===== src/pkg/fws_pkg.sv =====
package fws_pkg;

  // status bit positions on the data lines
  localparam int POS_POLL     = 7;
  localparam int POS_OPTOG    = 6;
  localparam int POS_TIMEOUT  = 5;
  localparam int POS_WINDOW   = 3;
  localparam int POS_SECTOG   = 2;

  // register offsets (byte addresses)
  localparam logic [7:0] OFS_CTRL   = 8'h00;
  localparam logic [7:0] OFS_ADDR   = 8'h04;
  localparam logic [7:0] OFS_WDATA  = 8'h08;
  localparam logic [7:0] OFS_STATUS = 8'h0C;
  localparam logic [7:0] OFS_RDATA  = 8'h10;

  // control register fields
  localparam int CTRL_CMD_LSB = 0;   // 2-bit command
  localparam int CTRL_GO      = 4;

  // commands
  localparam logic [1:0] CMD_READ  = 2'h0;
  localparam logic [1:0] CMD_WRITE = 2'h1;
  localparam logic [1:0] CMD_POLL  = 2'h2;
  localparam logic [1:0] CMD_WIN   = 2'h3;

  // status register fields
  localparam int ST_BUSY     = 0;
  localparam int ST_DONE_OK  = 1;
  localparam int ST_FAIL     = 2;
  localparam int ST_WINDOW   = 3;
  localparam int ST_RB       = 4;
  localparam int ST_SECTOR   = 5;

  localparam logic [15:0] RESET_DATA = 16'h00F0;

  // strobe timing
  localparam int T_STROBE_NS  = 60;
  localparam int CLK_PERIOD_NS = 5;
  localparam logic [4:0] STROBE_CYC =
    5'((T_STROBE_NS + CLK_PERIOD_NS - 1) / CLK_PERIOD_NS);

  typedef struct packed {
    logic        ce_n;
    logic        oe_n;
    logic        we_n;
    logic [22:0] addr;
  } fws_strobe_t;

endpackage : fws_pkg


===== src/verilog/fws_host.sv =====
// Decided for this implementation: register access over APB and the address map.
`timescale 1ns/1ps
// Behaviour
// [RQ1] status valid after last write strobe
// [RQ2] sector toggle alternates on selected-sector reads
// [RQ3] combine device toggle with sector toggle
// [RQ4] programming status bits and busy low
// [RQ5] erasing status bits and busy low
// [RQ6] suspended sector reads: steady six, bit two
// [RQ7] other sectors read array in suspend
// [RQ8] host reads status at valid address
// [RQ9] two consecutive reads, compare toggle bit
// [RQ10] timeout high: retest, toggling means reset
// [RQ11] restart polling from first paired read
// [RQ12] timeout flag set on pulse limit
// [RQ13] zero cannot become one except erase
// [RQ14] host issues reset after timeout failure
// [RQ15] window flag low, high after expiry
// [RQ16] fast added erases may skip window
// [RQ17] window high ignores all but suspend; the flash model drops all but reset
// [RQ18] check window before and after erase
// [RQ19] operation toggle inverts on every read
// [RQ20] ready/busy low while busy
// [RQ21] status via ordinary read cycles
module fws_host
  import fws_pkg::*;
(
  input  wire logic        sys_clk,
  input  wire logic        rst_n,
  input  wire logic        psel,
  input  wire logic        penable,
  input  wire logic        pwrite,
  input  wire logic [7:0]  paddr,
  input  wire logic [31:0] pwdata,
  output logic      [31:0] prdata,
  output logic             pready,
  output logic             pslverr,
  output fws_strobe_t      flash_bus,
  input  wire logic [15:0] dq_in,
  output logic      [15:0] dq_out,
  output logic             dq_oe_n,
  input  wire logic        ready_busy_n
);

  typedef enum logic [5:0] {
    S_IDLE  = 6'b000001,
    S_SETUP = 6'b000010,
    S_PULSE = 6'b000100,
    S_GAP   = 6'b001000,
    S_EVAL  = 6'b010000,
    S_DONE  = 6'b100000
  } fws_state_t;

  typedef enum logic [1:0] {
    P_FIRST  = 2'h0,
    P_SECOND = 2'h1,
    P_RETEST = 2'h2
  } fws_phase_t;

  fws_state_t  state, next_state;
  fws_phase_t  phase, next_phase;
  logic [1:0]  cmd, next_cmd;
  logic [22:0] addr, next_addr;
  logic [15:0] wdata, next_wdata;
  logic [15:0] rdata, next_rdata;
  logic [15:0] prev, next_prev;
  logic [4:0]  cnt, next_cnt;
  logic        busy, next_busy;
  logic        ok, next_ok;
  logic        fail, next_fail;
  logic        window, next_window;
  logic        sector, next_sector;
  logic        is_read, next_is_read;
  logic [2:0]  rb_sync;
  logic        rb_level, next_rb_level;
  fws_strobe_t next_bus;
  logic [15:0] next_dq_out;
  logic        next_dq_oe_n;

  logic wr_acc;
  assign wr_acc  = psel & penable & pwrite;
  assign pready  = 1'b1;
  assign pslverr = 1'b0;

  function automatic logic toggled(input logic [15:0] a,
                                   input logic [15:0] b,
                                   input int          pos);
    toggled = a[pos] ^ b[pos];
  endfunction : toggled

  always_comb begin
    prdata = 32'h0;
    case (paddr)
      OFS_CTRL:   prdata = {30'h0, cmd};
      OFS_ADDR:   prdata = {9'h0, addr};
      OFS_WDATA:  prdata = {16'h0, wdata};
      OFS_STATUS: prdata = {26'h0, sector, rb_level, window, fail, ok,
                            busy};
      OFS_RDATA:  prdata = {16'h0, rdata};
      default:    prdata = 32'h0;
    endcase
  end

  always_comb begin
    next_state   = state;
    next_phase   = phase;
    next_cmd     = cmd;
    next_addr    = addr;
    next_wdata   = wdata;
    next_rdata   = rdata;
    next_prev    = prev;
    next_cnt     = cnt;
    next_busy    = busy;
    next_ok      = ok;
    next_fail    = fail;
    next_window  = window;
    next_sector  = sector;
    next_is_read = is_read;
    next_bus     = flash_bus;
    next_dq_out  = dq_out;
    next_dq_oe_n = dq_oe_n;
    // three-stage sampling: change counts once stages two and three agree
    next_rb_level = (rb_sync[1] == rb_sync[2]) ? rb_sync[2] : rb_level;
    if (wr_acc && state == S_IDLE) begin
      if (paddr == OFS_ADDR) next_addr = pwdata[22:0];
      if (paddr == OFS_WDATA) next_wdata = pwdata[15:0];
    end
    case (state)
      S_IDLE: begin
        if (wr_acc && paddr == OFS_CTRL && pwdata[CTRL_GO]) begin
          next_cmd   = pwdata[CTRL_CMD_LSB +: 2];
          next_busy  = 1'b1;
          next_ok    = 1'b0;
          next_fail  = 1'b0;
          next_phase = P_FIRST;
          next_state = S_SETUP;
        end
      end
      S_SETUP: begin
        // RQ8 caller loads the program or erasing-sector address
        next_is_read   = (cmd != CMD_WRITE);
        next_bus.addr  = addr; // [RQ8]
        next_bus.ce_n  = 1'b0;
        next_bus.oe_n  = (cmd == CMD_WRITE);
        next_bus.we_n  = (cmd != CMD_WRITE);
        next_dq_oe_n   = (cmd != CMD_WRITE);
        next_dq_out    = (cmd == CMD_WRITE) ? wdata : RESET_DATA;
        next_cnt       = STROBE_CYC;
        next_state     = S_PULSE;
      end
      S_PULSE: begin
        if (cnt == 5'h0) begin
          // ordinary read cycle, oe closes it and latches the word
          if (is_read) next_rdata = dq_in; // [RQ21] [RQ19]
          next_bus.ce_n = 1'b1;
          next_bus.oe_n = 1'b1;
          next_bus.we_n = 1'b1; // [RQ1]
          next_dq_oe_n  = 1'b1;
          next_cnt      = STROBE_CYC;
          next_state    = S_GAP;
        end else begin
          next_cnt = cnt - 5'h1;
        end
      end
      S_GAP: begin
        if (cnt == 5'h0) next_state = S_EVAL;
        else next_cnt = cnt - 5'h1;
      end
      S_EVAL: begin
        next_state = S_DONE;
        if (cmd == CMD_POLL) begin
          // [RQ9] [RQ3] [RQ2]
          case (phase)
            P_FIRST: begin
              next_prev  = rdata;
              next_phase = P_SECOND;
              next_state = S_SETUP;
            end
            P_SECOND, P_RETEST: begin
              next_sector = toggled(prev, rdata, POS_SECTOG);
              next_prev   = rdata;
              if (!toggled(prev, rdata, POS_OPTOG)) begin
                next_ok = 1'b1;
              end else if (phase == P_RETEST) begin
                next_fail = 1'b1; // [RQ10] [RQ12]
                next_cmd  = CMD_WRITE;
                next_wdata = RESET_DATA; // [RQ14]
                next_state = S_SETUP;
              end else if (rdata[POS_TIMEOUT]) begin
                next_phase = P_RETEST; // [RQ10]
                next_state = S_SETUP;
              end else begin
                // still running, read once more and compare with the last word
                next_phase = P_SECOND;
                next_state = S_SETUP;
              end
            end
            default: next_phase = P_FIRST;
          endcase
        end else if (cmd == CMD_WIN) begin
          next_window = rdata[POS_WINDOW]; // [RQ15] [RQ18] [RQ17] [RQ16]
          next_ok     = 1'b1;
        end else begin
          // the recovery write after a failed poll must not report success
          next_ok = ~fail;
        end
      end
      S_DONE: begin
        // next poll command starts from the first read again
        next_busy  = 1'b0; // [RQ11]
        next_phase = P_FIRST;
        next_state = S_IDLE;
      end
      default: next_state = S_IDLE;
    endcase
  end

  always_ff @(posedge sys_clk) begin
    if (!rst_n) begin
      state     <= S_IDLE;
      phase     <= P_FIRST;
      cmd       <= CMD_READ;
      addr      <= 23'h0;
      wdata     <= 16'h0;
      rdata     <= 16'h0;
      prev      <= 16'h0;
      cnt       <= 5'h0;
      busy      <= 1'b0;
      ok        <= 1'b0;
      fail      <= 1'b0;
      window    <= 1'b0;
      sector    <= 1'b0;
      is_read   <= 1'b0;
      rb_sync   <= 3'h7;
      rb_level  <= 1'b1;
      flash_bus <= '{ce_n: 1'b1, oe_n: 1'b1, we_n: 1'b1, addr: 23'h0};
      dq_out    <= 16'h0;
      dq_oe_n   <= 1'b1;
    end else begin
      state     <= next_state;
      phase     <= next_phase;
      cmd       <= next_cmd;
      addr      <= next_addr;
      wdata     <= next_wdata;
      rdata     <= next_rdata;
      prev      <= next_prev;
      cnt       <= next_cnt;
      busy      <= next_busy;
      ok        <= next_ok;
      fail      <= next_fail;
      window    <= next_window;
      sector    <= next_sector;
      is_read   <= next_is_read;
      rb_sync   <= {rb_sync[1:0], ready_busy_n}; // [RQ20]
      rb_level  <= next_rb_level;
      flash_bus <= next_bus;
      dq_out    <= next_dq_out;
      dq_oe_n   <= next_dq_oe_n;
    end
  end

endmodule : fws_host


===== config.mk =====
export PLATFORM = sky130hd
export DESIGN_NAME = fws_host
export DESIGN_NICKNAME = d
export VERILOG_FILES = /design/src/pkg/fws_pkg.sv /design/src/verilog/fws_host.sv
export SDC_FILE = /design/constraint.sdc
export NUM_CORES = 1
export LEC_CHECK = 0
export BUFFER_PORTS_ARGS = -buffer_cell sky130_fd_sc_hd__buf_2
export CORE_ASPECT_RATIO = 0.7
export CORE_MARGIN = 10
export CORE_UTILIZATION = 55
export DETAILED_ROUTE_END_ITERATION = 8
export HOLD_SLACK_MARGIN = 0.06
export PLACE_DENSITY = 0.82
export SLEW_MARGIN = 30
export SYNTH_ARGS = -nofsm -noshare
export SYNTH_HDL_FRONTEND = slang
export SYNTH_SLANG_ARGS = --single-unit

===== constraint.sdc =====
create_clock -name sys_clk -period 4.5 [get_ports sys_clk]
set_input_delay 0.45 -clock sys_clk [delete_from_list [all_inputs] [get_ports sys_clk]]
set_output_delay 0.45 -clock sys_clk [all_outputs]
set_load 0.05 [all_outputs]

==> results by group <==
Status
  – Status: finished clean

Logic synthesis
  – Post-synth EDFFs: 0
  – Syn_area_per_cell: 8.552 µm²
  – Post-Synthesis Cells: 660
  – Ys async rst share: 0%
  – Most common flop cell mapped by yosys: dfxtp_1
  – Mapped Area: 5644 µm²
  – Netlist cell types: 66
  – Seq/Total Area, Yosys: 43.98%
  – Ys Warns: 0
  – Yosys reg bits: around 120

Cells and area
  – Layout Nets: 818
  – Layout Area Growth over Synthesis: 19.31%
  – Fin cells: 891
  – Final antenna diode count: 0
  – Share of cells above drive strength 1: 23.85%
  – Commonest non-fill, non-tap cell in the layout: dfxtp_1
  – Commonest non-fill, non-tap cells in the layout: 124 x dfxtp_1, 118 x buf_2, 83 x nand2_1, 69 x a21oi_1, 46 x nor2_1

Clock tree
  – Clock Sinks: 124
  – Post-CTS resize count: 0
  – CTS root buf: clkbuf_16
  – H-tree Lvls: 4
  – CTS max path bufs: 2
  – Setup repair bufs after CTS: 0
  – Clock transition at path regs: about 50 ps
  – Hold buffers post-CTS: 0
  – CTS Buf Count: 17
  – Worst-Skew Late Latency: 420 ps
  – CTS tree: yes

Drt
  – Iteration-0 DRC Markers: 862
  – Drt pass-1 iters: 5
  – Via density: 6.217
  – Vias post-DR: 5539
  – Drc violations: 0
  – WL/cell: approximately 20 µm
  – Post-route ant nets: 0
  – Final WL: 17860 µm

Worst setup path
  – Reg2reg start: state[3]
  – Setup CP Type: in -> out
  – Worst Setup End Kind: primary output
  – Critical-path maximum fanout: 14
  – Flop-to-flop setup slack: 2280 ps
  – Crit path DAT: 2650 ps
  – Reg-to-Reg End: wdata[10]
  – Critical path destination: prdata[13]
  – Worst Reg-to-Reg Cells: 4
  – CP Data Required Time: 4050 ps
  – Worst setup path start: paddr[4]
  – CP Launch Type: input port

Floorplan
  – Core area: 9834 µm²
  – Starting Density: 57.39%
  – Die Ht: 104.8 µm
  – Die W: roughly 140 µm
  – Die area: 14780 µm²
  – Std cell rows: 30
  – Ports: 139

Global route
  – Met3 Usage GRT: roughly 8.6%
  – GRT Total Usage: about a quarter
  – Met2 Track Usage GR: 34.92%
  – Largest net degree at the start of global routing: 60
  – Global-route wire length before repair: 28480 µm
  – Initial antenna violation count: 0
  – Most Crowded Layer GR: met2
  – Remaining Overflow, GRT: 0
  – Grt met1 use: a little under a third
  – Vias in the first global route: roughly 5400

Place
  – Port Buf Inserts: approximately 120
  – DP HPWL: ~12000 µm
  – Dpl cells: 860
  – RePlAce Congestion: between 0.9 and 1

Min path
  – Hold_sp: ready_busy_n
  – Hold Crit Class: in -> reg

STA
  – Post-Route Setup TNS: 0 ps
  – Crit path time final: 3103 ps
  – Worst Clk Skew: roughly 11 ps
  – Fin crit share: just under 70%
  – Fin. max-slew vios: 0
  – Final number of setup-violating endpoints: 0
  – FMAX: 0.3223 GHz
  – RSZ-0062 raised after global routing: no
  – Max-slew headroom: between 40% and 50%
  – Final hold violations: 0
  – Worst-margin pin slew: 890.3 ps

Job
  – Max Cap Violations: 0

Power
  – PwrDens: between 300 and 400 nW/µm²
  – Leakage Power: 2.767 nW
  – VDD IR max: 296.6 µV
-- power breakdown --
group | switching [mW] | internal (mW)
Sequential | 0.00520 | 1.10
Clock | 0.502 | 0.869
Combinational | 0.0866 | 0.0340
Total | 0.593 | 2.00
-- per-stage QoR --
step                      power [mW]  hold slack, ps  util [%]  cell area [µm²]  setup slack (ps)
final                          2.597           233.5     68.47             6734              1397
after global routing           2.665           238.7     68.47             6734              1295
after CTS                      2.591           238.3     68.47             6734              1417
after detailed placement       1.246           407.6     62.42             6138              1434
after global placement         1.242           403.5     62.32             6128              1426
after floorplan                1.212           386.3         -             5678              1797
-- Yosys cell counts, drive strengths merged (7+ instances only) --
cell type | instances | area [µm²]
nand2 | 83 | 311.6
nand2b | 7 | 43.79
mux2i | 26 | 260.3
nor2 | 46 | 172.7
inv | 9 | 33.78
a21oi | 69 | 345.3
nand3 | 44 | 220.2
and2 | 8 | 50.05
buf | 29 | 222.7
o21ai | 52 | 260.3
clkbuf | 34 | 137.6
nand4 | 7 | 43.79
dfxtp | 124 | 2482
a22oi | 31 | 232.7
-- state kept, by name (all words and copies together), names as in the netlist --
signal,count
dq_oe_n,1
fail,1
prev,2
flash_bus,25
busy,1
state,6
rdata,16
rb_level,1
sector,1
is_read,1
cmd,2
ok,1
phase,2
cnt,5
dq_out,16
addr,23
rb_sync,3
window,1
wdata,16
-- cell families (layout without fill, tap and decap cells) --
family	Yosys count	count (layout)	share of synthesized area [%]
buf+inv	72	166	6.983
flops	124	124	43.98
mux	26	26	4.611
compound gates	186	186	20.13
simple gates	240	240	22.28
other cells	2	11	0.1331
fa+ha+maj	5	5	1.108
xor+xnor	5	5	0.7760
-- worst min-delay path by stage --
stage	end	slack (ps)	cells past startpoint
global placement	rb_sync[1]	400	1
finish	rb_sync[0]	230	2
global route	rb_sync[0]	240	2
CTS	rb_sync[0]	240	2
floorplan	rb_sync[1]	390	1
detailed placement	rb_sync[1]	410	1
-- cell type report --
cell class	instances	area, µm²
Inverter	9	33.78
Multi-Input combinational cell	473	2811
Tap cell	128	160.2
Clock inverter	10	115.1
Fill cell	793	3100
Clock buffer	21	480.5
Sequential cell	124	2482
Timing Repair Buffer	126	650.6
-- metal layers --
layer / vias up / part of all wire (%)
li1: 2521 / -
met1: 2605 / 41
met2: 384 / 44
met3: 29 / 14
met4: 0 / 1.6
met5: - / 0
-- worst max-delay path, stage by stage --
cell and delay [ps]:
buf_2 140, or4b_1 610, nor2_1 590, buf_4 340, a22oi_1 140, nand2_1 100
buf_2 260
No activity file was read; power rests on OpenSTA's default activity.
